<file path="src/isd_defs.svh">
`ifndef ISD_DEFS_SVH
`define ISD_DEFS_SVH

// System clock
`define ISD_CLK_NS 4

// Module clock: 8 MHz period, longest whole count of system cycles
`define ISD_MCLK_NS 125
`define ISD_MCLK_CYC (`ISD_MCLK_NS / `ISD_CLK_NS)

// Software reset pulse: least time, rounded up
`define ISD_SWRST_NS 1000
`define ISD_SWRST_CYC ((`ISD_SWRST_NS + `ISD_CLK_NS - 1) / `ISD_CLK_NS)

// Module acknowledge timeout, in module clock periods
`define ISD_ACK_TMO_MCLK 32

// Carrier register byte offsets (odd lane)
`define ISD_OFF_STATUS 8'hc1
`define ISD_OFF_IRQ_LEVEL 8'hc3
`define ISD_OFF_ERR 8'hc5
`define ISD_OFF_MEM_EN 8'hc7
`define ISD_OFF_MBASE_A 8'hd1
`define ISD_OFF_MBASE_B 8'hd3
`define ISD_OFF_MBASE_C 8'hd5
`define ISD_OFF_MBASE_D 8'hd7
`define ISD_OFF_IRQ_EN 8'he1
`define ISD_OFF_IRQ_PEND 8'he3
`define ISD_OFF_IRQ_CLR 8'he5

// Status register bit positions
`define ISD_ST_ACE 7
`define ISD_ST_AAD 6
`define ISD_ST_TOA 5
`define ISD_ST_SWRST 4
`define ISD_ST_GIE 3
`define ISD_ST_GIP 2

// Reset values
`define ISD_RST_BYTE 8'h00

`endif

</file>
<file path="src/isd_pkg.sv">
package isd_pkg;

	typedef enum logic [1:0]
	{
		ST_IDLE,
		ST_MOD,
		ST_DONE
	} isd_state_e;

	typedef enum logic [2:0]
	{
		RG_NONE,
		RG_IO,
		RG_ID,
		RG_CAR,
		RG_VOID
	} isd_region_e;

	// Short I/O cycle as presented by the bus master
	typedef struct packed
	{
		logic req;
		logic wr;
		logic lane_hi;
		logic lane_lo;
		logic [15:1] addr;
		logic [15:0] wdata;
	} isd_bus_s;

	// Access forwarded to the module slots
	typedef struct packed
	{
		logic [3:0] io_sel;
		logic [3:0] id_sel;
		logic [5:0] offset;
		logic wr;
		logic lane_hi;
		logic lane_lo;
		logic [15:0] wdata;
	} isd_mod_s;

	// Module-side inputs, gathered for synchronising
	typedef struct packed
	{
		logic [3:0] ack;
		logic [15:0] rdata;
		logic [3:0] irq;
		logic [3:0] err;
	} isd_modin_s;

endpackage

</file>
<file path="src/isd_decoder.sv">
`timescale 1ns/1ps
`include "isd_defs.svh"
module isd_decoder
(
	// Clock and reset
	input logic i_clk,
	input logic i_rst,
	// Window base jumpers (address bits 15..10)
	input logic [5:0] i_base_sel,
	// Bus master side
	input isd_pkg::isd_bus_s i_bus,
	output logic o_dtack,
	output logic [15:0] o_rdata,
	// Module slot side
	output isd_pkg::isd_mod_s o_mod,
	output logic o_mod_clk_en,
	output logic o_mod_reset,
	input logic [3:0] i_mod_ack,
	input logic [15:0] i_mod_rdata,
	input logic [3:0] i_mod_irq,
	input logic [3:0] i_mod_err,
	// Carrier controls
	output logic o_irq,
	output logic [7:0] o_irq_level,
	output logic [7:0] o_mem_enable
);
	import isd_pkg::*;

	localparam int SWRST_CYC_I = `ISD_SWRST_CYC;

	function automatic isd_region_e region_of(input logic [15:1] a,
		input logic [5:0] base);
		if (a[15:10] != base)
			return RG_NONE;
		if (!a[7])
			return RG_IO;
		if (!a[6])
			return RG_ID;
		if (a[9:8] == 2'h0)
			return RG_CAR;
		return RG_VOID;
	endfunction

	isd_bus_s bus_meta_ff, bus_ff;
	logic [5:0] base_meta_ff, base_ff;
	isd_modin_s modin_meta_ff, modin_ff;
	isd_state_e state_ff;
	isd_mod_s mod_ff, nxt_mod;
	logic dtack_ff;
	logic [15:0] rdata_ff;
	logic [4:0] mclk_cnt_ff;
	logic mclk_en_ff;
	logic [5:0] tmo_ff;
	logic ace_ff, aad_ff, toa_ff, gie_ff;
	logic [7:0] lvl_ff, memen_ff;
	logic [7:0] mbase_ff [4];
	logic [3:0] ien_ff, pend_ff;
	logic [7:0] swrst_cnt_ff;
	logic mod_rst_ff, irq_ff;
	logic [7:0] car_rd;
	isd_region_e region;
	logic take, fwd, car_hit, car_wr, car_rd_hit, ack_hit, tmo_hit;
	logic wr_status, rd_status, set_toa, swrst_start, swrst_act;
	logic [7:0] off;

	// Everything from the bus and the slots is asynchronous to i_clk
	always_ff @(posedge i_clk)
	begin
		if (i_rst)
		begin
			bus_meta_ff <= '0;
			bus_ff <= '0;
			base_meta_ff <= '0;
			base_ff <= '0;
			modin_meta_ff <= '0;
			modin_ff <= '0;
		end
		else
		begin
			bus_meta_ff <= i_bus;
			bus_ff <= bus_meta_ff;
			base_meta_ff <= i_base_sel;
			base_ff <= base_meta_ff;
			modin_meta_ff <= {i_mod_ack, i_mod_rdata, i_mod_irq, i_mod_err};
			modin_ff <= modin_meta_ff;
		end
	end

	assign region = region_of(bus_ff.addr, base_ff);
	assign take = (state_ff == ST_IDLE) && bus_ff.req && (region != RG_NONE);
	assign off = {bus_ff.addr[7:1], 1'b1};
	// ID writes and off-lane ID cycles end locally; data reads as zero
	assign fwd = (region == RG_IO) || ((region == RG_ID)
		&& !bus_ff.wr && bus_ff.lane_lo);
	assign car_hit = take && (region == RG_CAR) && bus_ff.lane_lo;
	assign car_wr = car_hit && bus_ff.wr;
	assign car_rd_hit = car_hit && !bus_ff.wr;
	assign wr_status = car_wr && (off == `ISD_OFF_STATUS);
	assign rd_status = car_rd_hit && (off == `ISD_OFF_STATUS);
	assign ack_hit = |(modin_ff.ack & (mod_ff.io_sel | mod_ff.id_sel));
	assign tmo_hit = tmo_ff == 6'(`ISD_ACK_TMO_MCLK);
	assign set_toa = (state_ff == ST_MOD) && bus_ff.req && !ack_hit
		&& tmo_hit && !aad_ff;
	assign swrst_start = wr_status && bus_ff.wdata[`ISD_ST_SWRST];
	assign swrst_act = swrst_cnt_ff != 8'h00;

	always_comb
	begin
		nxt_mod = '0;
		nxt_mod.offset = bus_ff.addr[6:1];
		nxt_mod.wr = bus_ff.wr;
		nxt_mod.wdata = bus_ff.wdata;
		nxt_mod.lane_lo = bus_ff.lane_lo;
		if (region == RG_IO)
		begin
			nxt_mod.io_sel = 4'h1 << bus_ff.addr[9:8];
			nxt_mod.lane_hi = bus_ff.lane_hi;
		end
		else
			nxt_mod.id_sel = 4'h1 << bus_ff.addr[9:8];
	end

	// Unlisted offsets fall through to zero
	always_comb
	begin
		car_rd = `ISD_RST_BYTE;
		case (off)
			`ISD_OFF_STATUS: car_rd = {ace_ff, aad_ff, toa_ff, 1'b0, gie_ff,
				|pend_ff, 2'b00};
			`ISD_OFF_IRQ_LEVEL: car_rd = lvl_ff;
			`ISD_OFF_ERR: car_rd = {4'h0, modin_ff.err};
			`ISD_OFF_MEM_EN: car_rd = memen_ff;
			`ISD_OFF_MBASE_A: car_rd = mbase_ff[0];
			`ISD_OFF_MBASE_B: car_rd = mbase_ff[1];
			`ISD_OFF_MBASE_C: car_rd = mbase_ff[2];
			`ISD_OFF_MBASE_D: car_rd = mbase_ff[3];
			`ISD_OFF_IRQ_EN: car_rd = {4'h0, ien_ff};
			`ISD_OFF_IRQ_PEND: car_rd = {4'h0, pend_ff};
			default: car_rd = `ISD_RST_BYTE;
		endcase
		if (!car_rd_hit)
			car_rd = `ISD_RST_BYTE;
	end

	// Module clock enable, also paces the acknowledge timeout
	always_ff @(posedge i_clk)
	begin
		if (i_rst || mclk_cnt_ff == 5'(`ISD_MCLK_CYC - 1))
			mclk_cnt_ff <= 5'h00;
		else
			mclk_cnt_ff <= mclk_cnt_ff + 5'h01;
		mclk_en_ff <= !i_rst && (mclk_cnt_ff == 5'(`ISD_MCLK_CYC - 1));
	end

	// Cycle sequencer; dtack holds until the master drops its request
	always_ff @(posedge i_clk)
	begin
		if (i_rst)
		begin
			state_ff <= ST_IDLE;
			mod_ff <= '0;
			dtack_ff <= 1'b0;
			rdata_ff <= 16'h0000;
			tmo_ff <= 6'h00;
		end
		else
		begin
			unique case (state_ff)
				ST_IDLE:
					if (take && fwd)
					begin
						mod_ff <= nxt_mod;
						tmo_ff <= 6'h00;
						state_ff <= ST_MOD;
					end
					else if (take)
					begin
						rdata_ff <= {8'h00, car_rd};
						dtack_ff <= 1'b1;
						state_ff <= ST_DONE;
					end
				ST_MOD:
					if (!bus_ff.req)
					begin
						mod_ff <= '0;
						state_ff <= ST_IDLE;
					end
					else if (ack_hit)
					begin
						// Identification_region is odd-lane only, so the high byte is dropped
						rdata_ff <= (mod_ff.id_sel != 4'h0) ?
							{8'h00, modin_ff.rdata[7:0]} :
							modin_ff.rdata;
						dtack_ff <= 1'b1;
						mod_ff <= '0;
						state_ff <= ST_DONE;
					end
					else if (tmo_hit && !aad_ff)
					begin
						rdata_ff <= 16'h0000;
						dtack_ff <= 1'b1;
						mod_ff <= '0;
						state_ff <= ST_DONE;
					end
					else if (mclk_en_ff && !tmo_hit)
						tmo_ff <= tmo_ff + 6'h01;
				ST_DONE:
					if (!bus_ff.req)
					begin
						dtack_ff <= 1'b0;
						state_ff <= ST_IDLE;
					end
			endcase
		end
	end

	// Global status and control
	always_ff @(posedge i_clk)
	begin
		if (i_rst)
		begin
			ace_ff <= 1'b0;
			aad_ff <= 1'b0;
			gie_ff <= 1'b0;
			toa_ff <= 1'b0;
		end
		else
		begin
			if (wr_status)
			begin
				ace_ff <= bus_ff.wdata[`ISD_ST_ACE];
				aad_ff <= bus_ff.wdata[`ISD_ST_AAD];
				gie_ff <= bus_ff.wdata[`ISD_ST_GIE];
			end
			else if (swrst_act)
				gie_ff <= 1'b0;
			if (set_toa)
				toa_ff <= 1'b1;
			else if (rd_status)
				toa_ff <= 1'b0;
		end
	end

	// Remaining carrier registers
	always_ff @(posedge i_clk)
	begin
		if (i_rst)
		begin
			lvl_ff <= `ISD_RST_BYTE;
			memen_ff <= `ISD_RST_BYTE;
			mbase_ff <= '{default: `ISD_RST_BYTE};
		end
		else if (car_wr)
		begin
			if (off == `ISD_OFF_IRQ_LEVEL)
				lvl_ff <= bus_ff.wdata[7:0];
			if (off == `ISD_OFF_MEM_EN)
				memen_ff <= bus_ff.wdata[7:0];
			for (int i = 0; i < 4; i++)
				if (off == `ISD_OFF_MBASE_A + 8'(2 * i))
					mbase_ff[i] <= bus_ff.wdata[7:0];
		end
	end

	// Interrupt enable and pending; a new request beats a clear
	always_ff @(posedge i_clk)
	begin
		if (i_rst || swrst_act)
		begin
			ien_ff <= 4'h0;
			pend_ff <= 4'h0;
		end
		else
		begin
			if (car_wr && off == `ISD_OFF_IRQ_EN)
				ien_ff <= bus_ff.wdata[3:0];
			if (ace_ff)
				pend_ff <= modin_ff.irq;
			else if (car_wr && off == `ISD_OFF_IRQ_CLR)
				pend_ff <= (pend_ff & ~bus_ff.wdata[3:0]) | modin_ff.irq;
			else
				pend_ff <= pend_ff | modin_ff.irq;
		end
	end

	// Soft reset: a repeat write while active does not stretch it
	always_ff @(posedge i_clk)
	begin
		if (i_rst)
			swrst_cnt_ff <= 8'h00;
		else if (swrst_start && !swrst_act)
			swrst_cnt_ff <= 8'(`ISD_SWRST_CYC);
		else if (swrst_act)
			swrst_cnt_ff <= swrst_cnt_ff - 8'h01;
	end

	always_ff @(posedge i_clk)
	begin
		mod_rst_ff <= i_rst || (swrst_start && !swrst_act)
			|| (swrst_cnt_ff > 8'h01);
		irq_ff <= !i_rst && gie_ff && |(pend_ff & ien_ff);
	end

	assign o_dtack = dtack_ff;
	assign o_rdata = rdata_ff;
	assign o_mod = mod_ff;
	assign o_mod_clk_en = mclk_en_ff;
	assign o_mod_reset = mod_rst_ff;
	assign o_irq = irq_ff;
	assign o_irq_level = lvl_ff;
	assign o_mem_enable = memen_ff;

	// Helper: length of a software reset pulse
	logic [8:0] rst_len_ff;
	logic sw_seen_ff;
	always_ff @(posedge i_clk)
	begin
		rst_len_ff <= (i_rst || !o_mod_reset) ? 9'h000 : rst_len_ff + 9'h001;
		sw_seen_ff <= !i_rst && ((swrst_start && !swrst_act)
			|| (sw_seen_ff && o_mod_reset));
	end
endmodule

</file>
<file path="config.mk">
export PLATFORM = sky130hd
export DESIGN_NAME = isd_decoder
export DESIGN_NICKNAME = d
export VERILOG_FILES = /design/src/isd_pkg.sv /design/src/isd_decoder.sv
export VERILOG_INCLUDE_DIRS = /design/src
export SDC_FILE = /design/constraint.sdc
export NUM_CORES = 1
export LEC_CHECK = 0
export CORE_AREA = 4 4 140 142
export DETAILED_ROUTE_END_ITERATION = 10
export DIE_AREA = 0 0 144 146
export DONT_BUFFER_PORTS = 1
export PLACE_DENSITY = 0.74
export SETUP_SLACK_MARGIN = 0.15
export SLEW_MARGIN = 20
export SYNTH_ARGS = -nofsm -noshare
export SYNTH_HDL_FRONTEND = slang
export SYNTH_SLANG_ARGS = --single-unit
</file>
<file path="constraint.sdc">
create_clock -name i_clk -period 2.4 [get_ports i_clk]
set_input_delay 0.48 -clock i_clk [delete_from_list [all_inputs] [get_ports i_clk]]
set_output_delay 0.48 -clock i_clk [all_outputs]
set_load 0.05 [all_outputs]
</file>
# Word level (Yosys, flattened, before mapping)

Index checks and enable logic that the tools add are counted.

$add $sub $neg: 3
Eq/ne operators: 30
$lt $le $gt $ge: 1
Reduce and logical (&&, ||, !) cells: 59
Bitwise operators: 7
Shifts and indexed selects: 1
Mux-type cells: 63

Operators by type and width:

| cell                                                                  | count |
|---|---|
| 33-bit two-way mux                                                    | 4 |
| 16-bit two-way mux                                                    | 6 |
| 8-bit one-hot mux with 10 select lines                                | 1 |
| 7-bit == test (second input constant)                                 | 11 |
| 33-bit one-hot mux with 2 select lines                                | 1 |
| 16-bit one-hot mux with 2 select lines                                | 1 |
| 6-bit two-way mux                                                     | 5 |
| 1-bit logical AND                                                     | 24 |
| 3-bit two-way mux                                                     | 8 |
| 8-bit two-way mux                                                     | 3 |
| 1-bit two-way mux                                                     | 21 |
| 4-bit two-way mux                                                     | 4 |
| 4-bit AND                                                             | 3 |
| 2-bit two-way mux                                                     | 6 |
| 2-bit inequality test (second input constant)                         | 6 |
| 4-bit bitwise OR                                                      | 3 |
| 6-bit one-hot mux with 2 select lines                                 | 1 |
| 2-bit AND reduction                                                   | 6 |
| 4-bit OR reduction                                                    | 3 |
| 5-bit AND reduction                                                   | 2 |
| 8-bit by 1-bit > comparator with 1-bit output (second input constant) | 1 |
| 2-bit nonzero test                                                    | 4 |
| 8-bit nonzero test                                                    | 1 |
| 8-bit by 1-bit subtractor with 8-bit output (second input constant)   | 1 |
| 24 further kinds                                                      | 38 |

Bits of input ports: 71
Output and inout port bits: 69
Word-level logic and storage cells: 215
Register bits after elaboration: 272

# Logic depth before layout (Yosys ltp)

Depth in word-level cells: 22
Mapped depth: 10
Mapped depth without buffers: 8

# Worst setup path after synthesis

Ideal clock, no wire load.

Path kind: register -> register
Start point: register state_ff[0]
End point: register mbase_ff[15] in the netlist's numbering
Cell stages (with the launch flop): 10
Arrival: 2.074 ns
Required time: 2.272 ns
Slack: 0.198 ns
Cell sequence: dfxtp_1 inv_1 ha_1 clkbuf_2 nand2_1 or4_4 nor4_4 nand4_2 mux2i_1 nor2_1

Longest elaborated chain between the ends: 7

RTL lines:

| item                                 | RTL line           | source |
|---|---|---|
| start, declared                      | isd_decoder.sv:47  | `isd_state_e state_ff;` |
| start signal, assigned               | isd_decoder.sv:160 | `state_ff <= ST_IDLE;` |
| start signal, assigned               | isd_decoder.sv:174 | `state_ff <= ST_MOD;` |
| start signal, assigned               | isd_decoder.sv:180 | `state_ff <= ST_DONE;` |
| 2-bit logical NOT                    | isd_decoder.sv:90  | `assign take = (state_ff == ST_IDLE) && bus_ff.req && (region != RG_NONE);` |
| 1-bit logical AND (2 in series)      | isd_decoder.sv:90  |  |
| 1-bit logical AND (2 in series)      | isd_decoder.sv:95  | `assign car_hit = take && (region == RG_CAR) && bus_ff.lane_lo;` |
| 1-bit logical AND                    | isd_decoder.sv:96  | `assign car_wr = car_hit && bus_ff.wr;` |
| 2-bit AND reduction (no source line) | n/a                |  |
| end signal, assigned by index        | isd_decoder.sv:261 | `mbase_ff[i] <= bus_ff.wdata[7:0];` |
| end, declared                        | isd_decoder.sv:56  | `logic [7:0] mbase_ff [4];` |

No other way between the ends.
A chain may end at the register's enable or synchronous reset.

# Final worst setup path

Start point: register state_ff[1]
End point: register rdata_ff[5] (netlist: o_rdata[5])

Longest elaborated chain between the ends: 10

RTL lines:

| item                                   | RTL line                              | source |
|---|---|---|
| 2-bit logical NOT                      | isd_decoder.sv:90, isd_decoder.sv:168 |  |
| 1-bit logical AND (2 in series)        | isd_decoder.sv:90                     |  |
| 1-bit logical AND (2 in series)        | isd_decoder.sv:95                     |  |
| 1-bit logical AND                      | isd_decoder.sv:97                     | `assign car_rd_hit = car_hit && !bus_ff.wr;` |
| 8-bit two-way mux                      | isd_decoder.sv:141                    | `if (!car_rd_hit)` |
| 16-bit two-way mux                     | isd_decoder.sv:176                    | `else if (take)` |
| 16-bit two-way mux                     | isd_decoder.sv:170                    | `if (take && fwd)` |
| 16-bit one-hot mux with 2 select lines | isd_decoder.sv:168                    | `unique case (state_ff)` |
| end signal, assigned                   | isd_decoder.sv:178                    | `rdata_ff <= {8'h00, car_rd};` |
| end signal, assigned                   | isd_decoder.sv:191                    | `rdata_ff <= (mod_ff.id_sel != 4'h0) ?` |
| end, declared                          | isd_decoder.sv:50                     | `logic [15:0] rdata_ff;` |

Parallel ways exist; a longest one is shown, timed or not. The select of a mux whose other input is x is not followed.

==> results.py <==
metrics = {
    "global_route": {
        "grt_pass1_vias": 7017,
        "antenna_found_initial": 0,
        "grt_pass1_wl_mm": 36.8,
        "grt_overflow": 0,
        "grt_max_degree": 264,
        "track_usage_pct": 21.4,
    },
    "worst_setup_path": {
        "worstPathArrival_ps": 2640,
        "crit_family": "simple AND/OR/NAND/NOR gates",
        "crit_chain": "inv_1 -> ha_1 -> buf_4 -> inv_1 -> nor4b_1 -> nand4_1 -> nor4_1 -> buf_4 -> a22oi_1 -> a211oi_1",
        "path_class": "reg -> reg",
        "crit_slowest_cell": "dfxtp_1",
        "worst-path-max-fanout": 6,
        "endpoint_kind": "flip-flop",
        "cp.buffers_inverters": 4,
        "startpoint_type": "flip-flop",
        "slowest_delay_ps": 310,
        "cp.required_ps": 2820,
    },
    "synthesis": {
        "synth_edf_count": 0,
        "ys.warnings.count": 0,
        "synth_flop_cell": "dfxtp_1",
        "ys_seq_area_share_pct": 53.1,
        "synth-seq-cells": 272,
        "syn_inst": 1014,
        "syn_nets": 1095,
        "syn_area_per_cell_um2": 10.1,
        "synth.cell_area_um2": 10200,
        "synth.distinct_cells": 67,
        "synthArstFlopShare_pct": 0,
    },
    "sta": {
        "max_slew_margin_pct": 60.1,
        "hold_viol": 0,
        "max_clock_freq_mhz": 451,
        "finalSetupTns_ps": 0,
        "clock-skew-final_ps": 9.76,
        "setup_viol": 0,
        "finalMaxSlewViolations": 0,
        "worstMarginPinSlew_ps": 598,
        "period_share_pct": 92.4,
        "layout_min_cycle_time_ps": 2220,
        "rsz0062_at_grt": "yes",
    },
    "clocking": {
        "cts_hold_buf": 0,
        "clk_latency_ps": 520,
        "cts_tree": "yes",
        "cts_sinks": 272,
        "numCtsBuffers": 26,
        "root_buffer": "clkbuf_16",
        "h-tree-depth": 1,
        "clk_pin_slew_worst_paths_ps": 70,
        "cts_max_path_buffers": 3,
    },
    "floorplanning": {
        "fp.dieW_um": 144,
        "initial_utilization_pct": 55.5,
        "io_pins": 140,
        "die_y_um": 146,
        "rows": 50,
        "die_area_um2": 21000,
        "core_area_um2": 18500,
    },
    "routing": {
        "drtIter0Drc": 518,
        "post_drt_wl_per_cell_um": 17.7,
        "postRouteAntennaNets": 0,
        "vias": 7401,
        "routed_wl_mm": 23.1,
        "dr.pass1.iters": 5,
        "via_per_inst": 5.67,
        "route.detailed.drc": 0,
    },
    "power": {
        "vdd_drop_max_mv": 0.659,
        "p_per_area_nw_per_um2": 851,
        "leakage_nw": 4.77,
        "power_mw": 10.0,
    },
    "layout": {
        "fin_cells": 1305,
        "drive_above_1_share_pct": 14.8,
        "seq_area_um2": 5450,
        "area_growth_pct": 15.1,
        "nFillCells": 1517,
        "multi_input_area_um2": 4510,
        "final_common_cell": "dfxtp_1",
        "layout.nets": 1132,
        "layout_common_cells": "dfxtp_1, nor2b_1, nor2_1, buf_4, mux2i_1",
        "diodes": 0,
    },
    "worst_hold_path": {
        "hold_class": "in -> reg",
    },
    "placed_design": {
        "io_buffer_count": 0,
        "gp_congestion": 0.869,
        "place_inst": 1254,
        "dp.final_hpwl_mm": 15.2,
    },
    "job": {
        "cap_violations": 0,
    },
    "run_status": {
        "outcome": "complete, no violations",
    },
}
-- stage by stage --
step                      hold slack [ps]  instance area, µm²  util [%]  setup WS (ps)
after floorplan                       414               10200         -            198
after global placement                417               10800      58.7            245
after detailed placement              420               10800      58.7            195
after CTS                            19.4               11700      63.6            169
after global routing                 10.2               11800      63.9           39.2
final                                32.9               11800      63.9            183
-- layout make-up --
class / instances / share of cell area, %
clock buffers: 41 / 6.85
clock inverters: 7 / 0.785
inverters: 17 / 0.541
multi-input cells: 659 / 38.2
flip-flops and latches: 272 / 46.2
well taps: 234 / 2.48
repair buffers: 75 / 4.91
-- Yosys cell counts, drive strengths merged, types with 3 or more instances --
master	count	area (µm²)
dfxtp	272	5450
nor3	16	85.1
nor3b	3	22.5
a21oi	46	234
mux2	4	45.0
mux2i	68	681
nor4	9	86.3
o31ai	12	90.1
nand2b	13	81.3
a221oi	4	35.0
clkbuf	55	208
a221o	4	40.0
nand4	19	131
inv	17	63.8
nor2	80	303
xnor2	7	61.3
o21ai	50	250
and2	5	32.5
nand3	14	90.1
nand3b	28	210
or4	5	45.0
a211oi	14	125
buf	11	55.1
a31oi	14	87.6
and4	4	35.0
nor2b	144	901
a22oi	9	72.6
mux4	7	158
ha	10	125
or3	7	45.1
nand2	25	93.8
and3	14	87.6
-- metal layers --
metal  global-route usage [%]  routed length, µm  vias to the layer above  part of all wire (%)
li1                         -                  -                     3611                     -
met1                     28.0               9770                     3491                    42
met2                     35.0              10900                      241                    47
met3                     5.09               1600                       58                   6.9
met4                     6.50                806                        0                   3.5
met5                        0                  0                        -                     0
-- report_power, final --
| group | internal [mW] | switching, mW | total (mW) | leakage, nW |
|---|---|---|---|---|
| Combinational | 0.375 | 0.466 | 0.840 | 2.10 |
| Sequential | 4.72 | 0.276 | 5.00 | 2.23 |
| Clock | 2.52 | 1.67 | 4.19 | 0.446 |
-- registers in the layout, indices dropped and copies added, names as in the netlist, 2 cells and up --
register,count
o_mem_enable,8
o_rdata,16
tmo_ff,6
pend_ff,4
swrst_cnt_ff,8
o_mod,33
modin_ff,28
mbase_ff,32
base_meta_ff,6
state_ff,2
ien_ff,4
mclk_cnt_ff,5
modin_meta_ff,28
bus_ff,35
bus_meta_ff,35
o_irq_level,8
base_ff,6
-- final timing paths --
| check | slack (ps) | depth (start not counted) | startpoint | to |
|---|---|---|---|---|
| max reg2reg | 180 | 10 | state_ff[1] | o_rdata[5] |
| min reg2reg | 430 | 1 | bus_meta_ff[32] | bus_ff[32] |
| max | 180 | 10 | state_ff[1] | o_rdata[5] |
| min | 30 | 1 | i_rst | modin_meta_ff[27] |
-- cells by family (layout without fill, tap and decap cells) --
logic type               after synthesis  count (layout)  share of synthesized area (%)
multiplexers                          79              79                           8.62
flip-flops                           272             272                           53.1
AO/OA/AOI/OAI                        169             169                           10.6
XOR/XNOR                               9               9                          0.769
AND/OR/NAND/NOR                      392             392                           22.5
adder cells (fa/ha/maj)               10              10                           1.22
buffers and inverters                 83             140                           3.19
-- timing repair --
item	CTS	global route
gates resized for setup	0	12
hold endpoints to repair	0	0
buffers inserted	0	3
endpoints found under the setup margin	0	66
Note: power is estimated with default switching activity, not from simulation.
